--- src/verilog/sensor_bank_pkg.sv ---
// Constants shared by the sensor front-end register bank.
// Assumes a byte-level link decoder sits in front of each serial pin group.
package sensor_bank_pkg;

   // ==========================================================
   // Link count and byte geometry
   localparam int N_LINKS  = 3;
   localparam int BYTE_W   = 8;
   localparam int WORD_W   = 16;

   // ==========================================================
   // Register addresses
   localparam logic [7:0] ADDR_CONFIGURATION   = 8'h00;
   localparam logic [7:0] ADDR_ANOMALY_FLAGS   = 8'h02;
   localparam logic [7:0] ADDR_PRESSURE_GAIN   = 8'h04;
   localparam logic [7:0] ADDR_EXCITATION_CUR  = 8'h05;
   localparam logic [7:0] ADDR_RAW_PRESSURE    = 8'h06;
   localparam logic [7:0] ADDR_RAW_TEMPERATURE = 8'h08;
   localparam logic [7:0] ADDR_CONVERSION_RATE = 8'h0A;
   localparam logic [7:0] ADDR_FLAG_IRQ_ENABLE = 8'h0B;
   localparam logic [7:0] ADDR_BRIDGE_SELECT   = 8'h0D;

   // ==========================================================
   // Implemented widths
   localparam int W_CFG   = 16;
   localparam int W_FLAGS = 12;
   localparam int W_GAIN  = 8;
   localparam int W_CUR   = 3;
   localparam int W_RAW   = 16;
   localparam int W_RATE  = 4;
   localparam int W_IRQEN = 10;
   localparam int W_BRDG  = 3;

   // ==========================================================
   // Reset values
   localparam logic [W_CFG-1:0]   RST_CFG   = 16'h0000;
   localparam logic [W_FLAGS-1:0] RST_FLAGS = 12'h000;
   localparam logic [W_GAIN-1:0]  RST_GAIN  = 8'h00;
   localparam logic [W_CUR-1:0]   RST_CUR   = 3'h0;
   localparam logic [W_RAW-1:0]   RST_RAW   = 16'h0000;
   localparam logic [W_RATE-1:0]  RST_RATE  = 4'h0;
   localparam logic [W_IRQEN-1:0] RST_IRQEN = 10'h3FF;
   localparam logic [W_BRDG-1:0]  RST_BRDG  = 3'h0;
   localparam logic [BYTE_W-1:0]  IDLE_BYTE = 8'h00;

   // ==========================================================
   // Field positions
   localparam int CFG_REF_SEL_BIT = 4;

   typedef enum logic [1:0] {PH_IDLE, PH_CMD, PH_DATA} link_phase_t;

endpackage

--- src/verilog/sensor_register_bank.sv ---
// Register bank of the sensor conditioning device, shared by three serial links.
// Assumes each link decoder hands over whole bytes, one per pulse, synchronous to sys_clk,
// with at least three clock cycles between two bytes of one link.
// Assumes nvs_load pulses once after power-up, before the host starts talking.
`timescale 1ns/10ps

module sensor_register_bank
   import sensor_bank_pkg::*;
#(
   parameter int N_LINKS_P = sensor_bank_pkg::N_LINKS
) (
   input  wire logic                                 sys_clk,
   input  wire logic                                 resetn,
   // Byte streams from the serial link decoders, one lane per link
   input  wire logic [N_LINKS_P-1:0]                 link_frame_start,
   input  wire logic [N_LINKS_P-1:0]                 link_frame_read,
   input  wire logic [N_LINKS_P-1:0]                 link_byte_valid,
   input  wire logic [N_LINKS_P-1:0][7:0]            link_byte_data,
   input  wire logic [N_LINKS_P-1:0]                 link_byte_req,
   output logic      [N_LINKS_P-1:0]                 link_rd_valid,
   output logic      [N_LINKS_P-1:0][7:0]            link_rd_byte,

   // Image read back from nonvolatile storage
   input  wire logic                                 nvs_load,
   input  wire logic [sensor_bank_pkg::W_CFG-1:0]    nvs_configuration,
   input  wire logic [sensor_bank_pkg::W_GAIN-1:0]   nvs_pressure_amp_gain,
   input  wire logic [sensor_bank_pkg::W_CUR-1:0]    nvs_excitation_current_select,
   input  wire logic [sensor_bank_pkg::W_RATE-1:0]   nvs_conversion_rate,
   input  wire logic [sensor_bank_pkg::W_IRQEN-1:0]  nvs_flag_irq_enable,
   input  wire logic [sensor_bank_pkg::W_BRDG-1:0]   nvs_bridge_excitation_select,

   // Anomaly events and converter results
   input  wire logic [sensor_bank_pkg::W_FLAGS-1:0]  anomaly_event,
   input  wire logic                                 pressure_sample_valid,
   input  wire logic [sensor_bank_pkg::W_RAW-1:0]    pressure_sample,
   input  wire logic                                 temperature_sample_valid,
   input  wire logic [sensor_bank_pkg::W_RAW-1:0]    temperature_sample,

   // Register contents for the analog front end
   output logic      [sensor_bank_pkg::W_CFG-1:0]    configuration,
   output logic                                      reference_input_sel,
   output logic      [sensor_bank_pkg::W_GAIN-1:0]   pressure_amp_gain,
   output logic      [sensor_bank_pkg::W_CUR-1:0]    excitation_current_select,
   output logic      [sensor_bank_pkg::W_RATE-1:0]   conversion_rate,
   output logic      [sensor_bank_pkg::W_BRDG-1:0]   bridge_excitation_select,
   output logic      [sensor_bank_pkg::W_FLAGS-1:0]  anomaly_flags,
   output logic                                      alert_n
);
   import sensor_bank_pkg::*;

   // Index width for the write arbiter; one bit even for a single link
   localparam int GW = (N_LINKS_P > 1) ? $clog2(N_LINKS_P) : 1;

   // ==========================================================
   // Register storage
   logic [W_CFG-1:0]   cfg_reg;
   logic               ref_sel_reg;
   logic [W_FLAGS-1:0] flags_reg;
   logic [W_GAIN-1:0]  gain_reg;
   logic [W_CUR-1:0]   cur_reg;
   // Converter results; the bus has no write path to these
   logic [W_RAW-1:0]   raw_p_reg;
   logic [W_RAW-1:0]   raw_t_reg;
   logic [W_RATE-1:0]  rate_reg;
   logic [W_IRQEN-1:0] irqen_reg;
   logic [W_BRDG-1:0]  brdg_reg;
   logic               alert_n_reg;

   // Per-link write requests waiting for the bank
   logic               wr_pend [N_LINKS_P];
   logic [7:0]         wr_addr [N_LINKS_P];
   logic [WORD_W-1:0]  wr_data [N_LINKS_P];
   logic               grant   [N_LINKS_P];

   // ==========================================================
   // Address decode helpers
   // Registers wider than a byte take a two-byte data field
   function automatic logic reg_is_wide(input logic [7:0] a);
      reg_is_wide = (a == ADDR_CONFIGURATION) || (a == ADDR_ANOMALY_FLAGS) ||
                    (a == ADDR_RAW_PRESSURE) || (a == ADDR_RAW_TEMPERATURE) ||
                    (a == ADDR_FLAG_IRQ_ENABLE);
   endfunction

   // Bits above a register's width and unmapped addresses read as zero
   function automatic logic [WORD_W-1:0] read_word(input logic [7:0] a);
      read_word = '0;
      case (a)
         ADDR_CONFIGURATION:   read_word = cfg_reg;
         ADDR_ANOMALY_FLAGS:   read_word = {4'h0, flags_reg};
         ADDR_PRESSURE_GAIN:   read_word = {8'h00, gain_reg};
         ADDR_EXCITATION_CUR:  read_word = {13'h0000, cur_reg};
         ADDR_RAW_PRESSURE:    read_word = raw_p_reg;
         ADDR_RAW_TEMPERATURE: read_word = raw_t_reg;
         ADDR_CONVERSION_RATE: read_word = {12'h000, rate_reg};
         ADDR_FLAG_IRQ_ENABLE: read_word = {6'h00, irqen_reg};
         ADDR_BRIDGE_SELECT:   read_word = {13'h0000, brdg_reg};
         default:              read_word = '0;
      endcase
   endfunction

   // ==========================================================
   // Link front ends, one per serial interface
   genvar gi;
   generate
      for (gi = 0; gi < N_LINKS_P; gi++) begin : g_link
         link_phase_t       phase_reg;
         logic [7:0]        addr_reg;
         logic              idx_reg;
         logic              read_reg;
         logic [7:0]        hold_reg;
         logic              rd_valid_reg;
         logic [7:0]        rd_byte_reg;
         logic [WORD_W-1:0] word;

         // Frame decode; bytes outside the command or data phase fall away
         wire               wide        = reg_is_wide(addr_reg);
         wire               in_data     = (phase_reg == PH_DATA);
         wire               take_cmd    = link_byte_valid[gi] && (phase_reg == PH_CMD);
         wire               take_wr     = link_byte_valid[gi] && in_data && !read_reg;
         wire               serve_rd    = link_byte_req[gi] && in_data && read_reg;
         wire               wr_last     = take_wr && (!wide || idx_reg);
         wire               rd_last     = serve_rd && (!wide || idx_reg);
         // A 16-bit value is captured whole at its first byte so both halves belong together
         wire [7:0]         rd_sel      = !wide ? word[7:0] :
                                          (idx_reg ? hold_reg : word[15:8]);

         // The function reads bank registers a continuous assignment would not
         // wake up on; always_comb follows them as well as the address
         always_comb begin
            word = read_word(addr_reg);
         end

         // Every request gets an answer slot; outside a read data phase it carries 00
         always_ff @(posedge sys_clk or negedge resetn) begin
            if (!resetn) begin
               rd_valid_reg <= 1'b0;
               rd_byte_reg  <= 8'h00;
            end else begin
               rd_valid_reg <= link_byte_req[gi];
               rd_byte_reg  <= serve_rd ? rd_sel : IDLE_BYTE;
            end
         end

         always_ff @(posedge sys_clk or negedge resetn) begin
            if (!resetn) begin
               phase_reg    <= PH_IDLE;
               addr_reg     <= 8'h00;
               idx_reg      <= 1'b0;
               read_reg     <= 1'b0;
               hold_reg     <= 8'h00;
            end else begin
               // A new frame restarts the byte count, even in mid-access
               if (link_frame_start[gi]) begin
                  phase_reg <= PH_CMD;
                  read_reg  <= link_frame_read[gi];
                  idx_reg   <= 1'b0;
               end else if (take_cmd) begin
                  addr_reg  <= link_byte_data[gi];
                  phase_reg <= PH_DATA;
                  idx_reg   <= 1'b0;
               end else if (take_wr) begin
                  hold_reg  <= link_byte_data[gi];
                  idx_reg   <= 1'b1;
                  if (wr_last) begin
                     phase_reg <= PH_IDLE;
                  end
               end else if (serve_rd) begin
                  hold_reg  <= word[7:0];
                  idx_reg   <= 1'b1;
                  if (rd_last) begin
                     phase_reg <= PH_IDLE;
                  end
               end
            end
         end

         always_ff @(posedge sys_clk or negedge resetn) begin
            if (!resetn) begin
               wr_pend[gi] <= 1'b0;
               wr_addr[gi] <= 8'h00;
               wr_data[gi] <= 16'h0000;
            end else if (wr_last) begin
               // Park the finished write until the arbiter takes it
               wr_pend[gi] <= 1'b1;
               wr_addr[gi] <= addr_reg;
               wr_data[gi] <= wide ? {hold_reg, link_byte_data[gi]}
                                   : {8'h00, link_byte_data[gi]};
            end else if (grant[gi]) begin
               wr_pend[gi] <= 1'b0;
            end
         end

         // Answer ports come straight from the answer flops
         assign link_rd_valid[gi] = rd_valid_reg;
         assign link_rd_byte[gi]  = rd_byte_reg;
      end
   endgenerate

   // ==========================================================
   // Write arbitration: lowest link index first; a loser waits until no lower link is pending, up to two cycles
   logic          grant_any;
   logic [GW-1:0] grant_idx;

   always_comb begin
      grant_any = 1'b0;
      grant_idx = '0;
      // Scan downward so the lowest pending index is left standing
      for (int k = N_LINKS_P - 1; k >= 0; k--) begin
         if (wr_pend[k]) begin
            grant_any = 1'b1;
            grant_idx = GW'(k);
         end
      end
      for (int k = 0; k < N_LINKS_P; k++) begin
         grant[k] = grant_any && (grant_idx == GW'(k));
      end
   end

   // Only the granted request reaches the bank in a given cycle
   wire [7:0]        wa        = wr_addr[grant_idx];
   wire [WORD_W-1:0] wd        = wr_data[grant_idx];
   wire              hit_cfg   = grant_any && (wa == ADDR_CONFIGURATION);
   wire              hit_flags = grant_any && (wa == ADDR_ANOMALY_FLAGS);
   wire              hit_gain  = grant_any && (wa == ADDR_PRESSURE_GAIN);
   wire              hit_cur   = grant_any && (wa == ADDR_EXCITATION_CUR);
   wire              hit_rate  = grant_any && (wa == ADDR_CONVERSION_RATE);
   wire              hit_irqen = grant_any && (wa == ADDR_FLAG_IRQ_ENABLE);
   wire              hit_brdg  = grant_any && (wa == ADDR_BRIDGE_SELECT);
   // No hit line exists for 06h or 08h, so writes there fall away

   // ==========================================================
   // Next values; the nonvolatile image overrides a write landing in the same cycle
   wire [W_CFG-1:0]   cfg_next   = nvs_load ? nvs_configuration :
                                   hit_cfg  ? wd : cfg_reg;

   // All eight gain bits are kept; codes past the twentieth are not refused
   wire [W_GAIN-1:0]  gain_next  = nvs_load ? nvs_pressure_amp_gain :
                                   hit_gain ? wd[W_GAIN-1:0] : gain_reg;

   wire [W_CUR-1:0]   cur_next   = nvs_load ? nvs_excitation_current_select :
                                   hit_cur  ? wd[W_CUR-1:0] : cur_reg;

   wire [W_RATE-1:0]  rate_next  = nvs_load ? nvs_conversion_rate :
                                   hit_rate ? wd[W_RATE-1:0] : rate_reg;

   wire [W_IRQEN-1:0] irqen_next = nvs_load ? nvs_flag_irq_enable :
                                   hit_irqen ? wd[W_IRQEN-1:0] : irqen_reg;

   wire [W_BRDG-1:0]  brdg_next  = nvs_load ? nvs_bridge_excitation_select :
                                   hit_brdg ? wd[W_BRDG-1:0] : brdg_reg;

   // Writing a one clears a flag; a new event in the same cycle keeps it set
   wire [W_FLAGS-1:0] flag_clr   = hit_flags ? wd[W_FLAGS-1:0] : RST_FLAGS;
   wire [W_FLAGS-1:0] flags_next = (flags_reg & ~flag_clr) | anomaly_event;

   // Flags above the enable width have no enable bit and never drive the alert
   wire               alert_hit  = |(flags_reg[W_IRQEN-1:0] & irqen_reg);

   // ==========================================================
   // Bank registers, split by what feeds them
   always_ff @(posedge sys_clk or negedge resetn) begin
      if (!resetn) begin
         cfg_reg     <= RST_CFG;
         ref_sel_reg <= RST_CFG[CFG_REF_SEL_BIT];
      end else begin
         cfg_reg     <= cfg_next;
         ref_sel_reg <= cfg_next[CFG_REF_SEL_BIT];
      end
   end

   // Front-end settings, from the host or the nonvolatile image
   always_ff @(posedge sys_clk or negedge resetn) begin
      if (!resetn) begin
         gain_reg    <= RST_GAIN;
         cur_reg     <= RST_CUR;
         rate_reg    <= RST_RATE;
         irqen_reg   <= RST_IRQEN;
         brdg_reg    <= RST_BRDG;
      end else begin
         gain_reg    <= gain_next;
         cur_reg     <= cur_next;
         rate_reg    <= rate_next;
         irqen_reg   <= irqen_next;
         brdg_reg    <= brdg_next;
      end
   end

   // The alert lags the flags by one cycle so that it leaves a flop
   always_ff @(posedge sys_clk or negedge resetn) begin
      if (!resetn) begin
         flags_reg   <= RST_FLAGS;
         alert_n_reg <= 1'b1;
      end else begin
         flags_reg   <= flags_next;
         alert_n_reg <= ~alert_hit;
      end
   end

   // Result registers follow the converter only; bus writes never reach them
   always_ff @(posedge sys_clk or negedge resetn) begin
      if (!resetn) begin
         raw_p_reg <= RST_RAW;
      end else if (pressure_sample_valid) begin
         raw_p_reg <= pressure_sample;
      end
   end

   // Temperature kept apart so the two channels update independently
   always_ff @(posedge sys_clk or negedge resetn) begin
      if (!resetn) begin
         raw_t_reg <= RST_RAW;
      end else if (temperature_sample_valid) begin
         raw_t_reg <= temperature_sample;
      end
   end

   // Every output leaves a flop; no logic sits behind these
   assign configuration             = cfg_reg;
   assign reference_input_sel       = ref_sel_reg;
   assign pressure_amp_gain         = gain_reg;
   assign excitation_current_select = cur_reg;
   assign conversion_rate           = rate_reg;
   assign bridge_excitation_select  = brdg_reg;
   assign anomaly_flags             = flags_reg;
   assign alert_n                   = alert_n_reg;

endmodule

--- config.mk ---
export PLATFORM = sky130hd
export DESIGN_NAME = sensor_register_bank
export DESIGN_NICKNAME = d
export VERILOG_FILES = /design/src/verilog/sensor_bank_pkg.sv /design/src/verilog/sensor_register_bank.sv
export SDC_FILE = /design/constraint.sdc
export NUM_CORES = 1
export LEC_CHECK = 0
export BUFFER_PORTS_ARGS = -buffer_cell sky130_fd_sc_hd__buf_2
export CAP_MARGIN = 20
export CORE_MARGIN = 5
export CORE_UTILIZATION = 50
export DETAILED_ROUTE_END_ITERATION = 10
export HOLD_SLACK_MARGIN = 0.03
export PLACE_DENSITY = 0.82
export REMOVE_ABC_BUFFERS = 1
export SETUP_SLACK_MARGIN = 0.4
export SYNTH_ARGS = -nofsm -noshare
export SYNTH_HDL_FRONTEND = slang
export SYNTH_SLANG_ARGS = --single-unit
--- constraint.sdc ---
create_clock -name sys_clk -period 2.9 [get_ports sys_clk]
set_input_delay 0.435 -clock sys_clk [delete_from_list [all_inputs] [get_ports sys_clk]]
set_output_delay 0.435 -clock sys_clk [all_outputs]
set_load 0.005 [all_outputs]
== After elaboration in Yosys (flattened, before gate mapping) ==
Cells that the tools add are included.
Cells by class
  order comparisons: 1
  equality and inequality tests: 41
  multiplexer cells: 82
  bitwise gates (word level): 12
  reduce and logical (&&, ||, !) cells: 85
Operators by type and width (number)
  $pmux 16 s9: 3
  $mux 8: 19
  $eq 8x4->1 const B: 15
  $mux 16: 7
  $eq 8x3->1 const B: 11
  $mux 2: 21
  $bmux 16 s2: 1
  $eq 8x2->1 const B: 4
  $logic_not 8->1: 4
  $logic_and 1x1->1: 31
  $reduce_bool 2->1: 12
  $reduce_bool 4->1: 6
  $mux 1: 21
  $mux 10: 2
  $reduce_and 3->1: 6
  $bmux 8 s2: 1
  $logic_or 1x1->1: 15
  $and 12x12->12: 1
  $mux 12: 1
  $mux 3: 4
  $ne 4x3->1 const B: 3
  $not 12->12: 1
  $or 12x12->12: 1
  $and 10x10->10: 1
  other kinds (10): 30
Storage, ports and cells
  flip-flop bits (word level): 251
  input bits: 129
  output and inout port bits: 75
  logic and storage cells: 262

== Logic depth before layout (Yosys ltp) ==
  depth after elaboration: 13
  mapped depth: 10
  gate-level depth less buffers: 6

== Worst setup path after synthesis ==
OpenSTA, ideal clock, no wires.
  kind: register to register
  start point: reg g_link[1].addr_reg[5]
  end point: reg wr_addr[12] in the netlist's numbering
  library setup time: 0.125 ns
  arrival: 1.963 ns
  required time: 2.775 ns
  slack: 0.812 ns
  cell stages (with the launch flop): 8
  buffers on the path: 3
  clock period less this slack: 2.088 ns
  cell sequence: dfrtp_1 > or4_1 > clkbuf_1 > nor3_2 > nand2b_1 > buf_4 > buf_6 > mux2_2
Between the ends
  word-level cells in the longest chain between the ends: 8
  elaborated cells on any way between the ends: 12
  classes of those cells: 4 x eq/ne; 8 x reduce/logical
Ends and longest elaborated chain
  start, declared: line sensor_register_bank.sv:107  | logic [7:0] addr_reg;
  start signal, assigned: line sensor_register_bank.sv:158  | addr_reg <= link_byte_data[gi];
  $eq 8x2->1 / $logic_not 8->1 (equally long branches): line sensor_register_bank.sv:79  | reg_is_wide = (a == ADDR_CONFIGURATION) || (a == ADDR_ANOMALY_FLAGS) ||
  $logic_or 1x1->1 (2 in a row): line sensor_register_bank.sv:79
  $logic_or 1x1->1: line sensor_register_bank.sv:80  | (a == ADDR_RAW_PRESSURE) || (a == ADDR_RAW_TEMPERATURE) ||
  $logic_or 1x1->1 (*): line sensor_register_bank.sv:80
  $logic_not 1->1 (*)
  $logic_or 1x1->1 (*): line sensor_register_bank.sv:121  | wire wr_last = take_wr && (!wide || idx_reg);
  $logic_and 1x1->1 (*): line sensor_register_bank.sv:121
  end signal, assigned by index: line sensor_register_bank.sv:185  | wr_addr[gi] <= addr_reg;
  end, declared: line sensor_register_bank.sv:71  | logic [7:0] wr_addr [N_LINKS_P];
Every way passes the cells marked *; elsewhere a longest branch is shown, timed or not.
A chain may end at the register's enable or synchronous reset.

== Worst setup path after layout ==
  start point: reg wr_pend[0] in the netlist's numbering
  end point: reg flags_reg[5] (netlist: anomaly_flags[5])
Between the ends
  word-level cells in the longest chain between the ends: 13
  elaborated cells on any way between the ends: 19
  classes of those cells: 1 x eq/ne; 13 x mux; 4 x bitwise; 1 x reduce/logical
Ends and longest elaborated chain
  start, declared: line sensor_register_bank.sv:70  | logic wr_pend [N_LINKS_P];
  start signal, assigned by index: line sensor_register_bank.sv:179  | wr_pend[gi] <= 1'b0;
  start signal, assigned by index: line sensor_register_bank.sv:184  | wr_pend[gi] <= 1'b1;
  start signal, assigned by index: line sensor_register_bank.sv:189  | wr_pend[gi] <= 1'b0;
  $mux 2 (3 in a row): line sensor_register_bank.sv:209  | if (wr_pend[k]) begin
  $not 2->3 (implied by the code): line sensor_register_bank.sv:220, sensor_register_bank.sv:221
  $bmux 8 s2: line sensor_register_bank.sv:220  | wire [7:0] wa = wr_addr[grant_idx];
  $mux 8 (implied by the code) (2 in a row): line sensor_register_bank.sv:220
  $eq 8x2->1: line sensor_register_bank.sv:223  | wire hit_flags = grant_any && (wa == ADDR_ANOMALY_FLAGS);
  $logic_and 1x1->1: line sensor_register_bank.sv:223
  $mux 12 (*): line sensor_register_bank.sv:253  | wire [W_FLAGS-1:0] flag_clr = hit_flags ? wd[W_FLAGS-1:0] : RST_FLAGS;
  $not 12->12 (*): line sensor_register_bank.sv:254  | wire [W_FLAGS-1:0] flags_next = (flags_reg & ~flag_clr) | anomaly_event;
  $and 12x12->12 (*): line sensor_register_bank.sv:254
  $or 12x12->12 (*): line sensor_register_bank.sv:254
  named net flags_next[5]: line sensor_register_bank.sv:254
  end signal, assigned: line sensor_register_bank.sv:294  | flags_reg <= flags_next;
  end, declared: line sensor_register_bank.sv:58  | logic [W_FLAGS-1:0] flags_reg;
The timed path passes the listed nets; every way through them passes the cells marked *. The select of a mux whose other input is x is not followed.

==> results.md <==
* Residual DRC count at 0
* Largest net degree at the start of global routing at 84
* Post-synthesis adder-cell area fraction at 0%
* Post-layout nets at 1706
* Largest family of logic cells by synthesized area: compound AO/OA/AOI/OAI gates
* Htree depth at 1
* Vias per inst at 6.78
* Cell Area, Synth at 13700 um2
* DRT iter0 DRCs at 1979
* Final hold violation count at 0
* Hold WC Path Type: in -> reg
* Die Area at 30700 um2
* Clk sinks at 251
* Max-slew violation count at 0
* Worst Hold Slack at 0.0521 ns
* Final Cycle Share at 83.3%
* # IOs at 204
* Final min period at 2.42 ns
* Initial antenna violation count at 0
* Rows at 60
* Sequential area share after synthesis at 46.1%
* WS Path Type: reg -> reg
* Status: finished clean
* Max Fclk at 0.414 GHz
* Final wirelength at 53800 um
* Clock latency at the later pin of the worst-skew pair at 0.56 ns
* Biggest register: wr_data
* Area growth syn-to-layout at 18.6%
* Final WS setup at 0.484 ns
* Worst R2R Path Depth at 7
* Share of cells above drive strength 1 at 30.2%
* Placed Cells at 1881
* Number of synthesized flops with an enable pin at 0
* Synth Area in Compound Gates at 22.1%
* Leakage at 7.05 nW
* Top_reg_cell synth: dfrtp_1
* Max-slew headroom at 41.6%
* Worst EP arrival at 2.86 ns
* Avg Inst Size Synth at 9.97 um2
* Critical-path cell list: or2_2 > o32ai_1 > or2_1 > nor3_4 > buf_4 > nand3_1 > a21o_1
* CTS clk-pin slew, worst paths at 0.06 ns
* Slowest-stage cell, CP: dfrtp_2
* Worst reg2reg setup slack at 0.48 ns
* Die H at 175 um
* Ys Warns at 0
* Hold Path Origin: anomaly_event[6]
* CP startpoint kind: register
* CP required at 3.35 ns
* Number of global-route vias before repair at 12900
* Area of the core at 27000 um2
* First-pass GRT wire length at 80200 um
* Maximum VDD drop at 501 uV
* Post-Synth XOR/XNOR Area at 0%
* CTS tree: yes
* Routed Antenna Nets at 0
* Worst-margin pin slew at 0.869 ns
* Port Buffers at 203
* Simple-gate portion of the synthesized area at 15.1%
* RSZ-0062 raised after global routing: no
* Max Cap Violations at 0
* Storage cell area at 6300 um2
* Vias at 13100
* RD Place Congestion at 1.05
* Gr usage total at 34.0%
* Setup Viol. Count Final at 0
* Pre-CTS setup slack at 0.285 ns
* Post-Syn Instances at 1370
* Synth Register Bits at 251
* Longest Clk Path Bufs at 3
* Critical path endpoint category: register
* Cts bufs inserted at 27
* Setup TNS at 0 ns
* Post-synthesis cell type count at 68
* Reg2reg end: anomaly_flags[5]
* DR WL/cell at 27.7 um
* Fill count at 2261
* Area of the multi-input gates at 6840 um2
* Root Driver: clkbuf_16
* Max FFs per register at 48
* CP Max Fanout at 18
* Commonest non-fill, non-tap cell in the layout: dfrtp_1
* Post-synthesis mux area share at 12.6%
* Power Dens Cells at 731 nW/um2
* Hpwl dp at 40900 um
* Fraction of registers with async set or reset after synthesis at 100%
* Layout Cells excl Fill at 1938
* Hold path depth at 2
* Die width at 175 um
* Skew final at 0.0119 ns
* ANT cells at 0
* R2r startpoint: wr_pend[0]
* Initial Util at 50.7%
* Critical path's largest stage delay at 0.56 ns
* Hold path endpoint: anomaly_flags[6]
* Pre-Repair DR Iteration Count at 6
* Total gr overflow at 0
* Most frequent cells in the layout: 236 x dfrtp_1, 202 x buf_2, 113 x nor2_1
per-layer routing:
metal | global-route usage (%) | share of wire, % | up-vias
li1 | - | - | 5568
met1 | 46.5 | 38 | 6343
met2 | 52.8 | 44 | 1042
met3 | 7.53 | 13 | 193
met4 | 13.7 | 5.5 | 0
met5 | 0 | 0 | -
how the worst max path moves through the flow:
stage | end | cells after the start | slack, ns | startpoint
2_1_floorplan | wr_addr[0] | 4 | 0.09 | g_link[2].addr_reg[7]
3_3_place_gp | g_link[0].rd_byte_reg[3] | 5 | 0.29 | g_link[0].addr_reg[1]
3_5_place_dp | pressure_amp_gain[2] | 6 | 0.28 | wr_pend[1]
4_1_cts | pressure_amp_gain[2] | 6 | 0.40 | wr_pend[1]
5_1_grt | anomaly_flags[5] | 7 | 0.38 | wr_pend[0]
6_report | anomaly_flags[5] | 7 | 0.48 | wr_pend[0]
final cells by class:
class                           count  area share (%)
Tap cell                          341            2.64
Sequential cell                   251            38.9
Inverter                           21           0.487
Multi-Input combinational cell    996            42.2
Clock buffer                       37            4.65
Timing Repair Buffer              280            10.3
Clock inverter                     12           0.734
logic make-up after synthesis:
kind of cell / count (synthesis)
flops: 251
simple gates: 407
buf+inv: 123
mux: 153
compound gates: 436
power by group:
part / total, W / internal, W / switching (W)
Combinational: 0.00345 / 0.00141 / 0.00204
Sequential: 0.00496 / 0.00412 / 0.000847
Clock: 0.00342 / 0.00193 / 0.00150
stage by stage:
stage	area, um2	utilization [%]	power, W
after floorplan	13200	-	0.00654
after global placement	15200	56.3	0.00816
after detailed placement	15200	56.3	0.00825
after CTS	16100	59.7	0.0117
after global routing	16200	60.1	0.0122
final	16200	60.1	0.0118
critical path, delay by kind of cell, from the launching register on:
family	cells	cell delay (ns)
buffers and inverters	1	0.28
flip-flops	1	0.56
AND/OR/NAND/NOR	4	1.12
AO/OA/AOI/OAI	2	0.33
synth_stat cells, drive strengths merged (21+ instances only):
cell	n	area (um2)
dfrtp	240	6010
nor2	116	440
mux2	102	1150
o21ai	99	514
nand2	86	323
a21oi	80	412
buf	52	298
clkbuf	50	188
mux2i	46	460
a22o	39	342
nor2b	35	219
nand3	33	165
nor3	33	209
a221o	31	310
o22ai	29	181
a31oi	27	169
and3	24	150
a22oi	23	173
nand2b	22	140
inv	21	78.8
what timing repair did:
action / CTS / global route
hold endpoints to repair: 40 / 0
pin swaps: 0 / 2
hold buffers: 4 / 0
setup endpoints to repair: 29 / 88
setup buffers: 0 / 3
resized for setup: 3 / 12
Note: power is estimated with default switching activity, not from simulation.
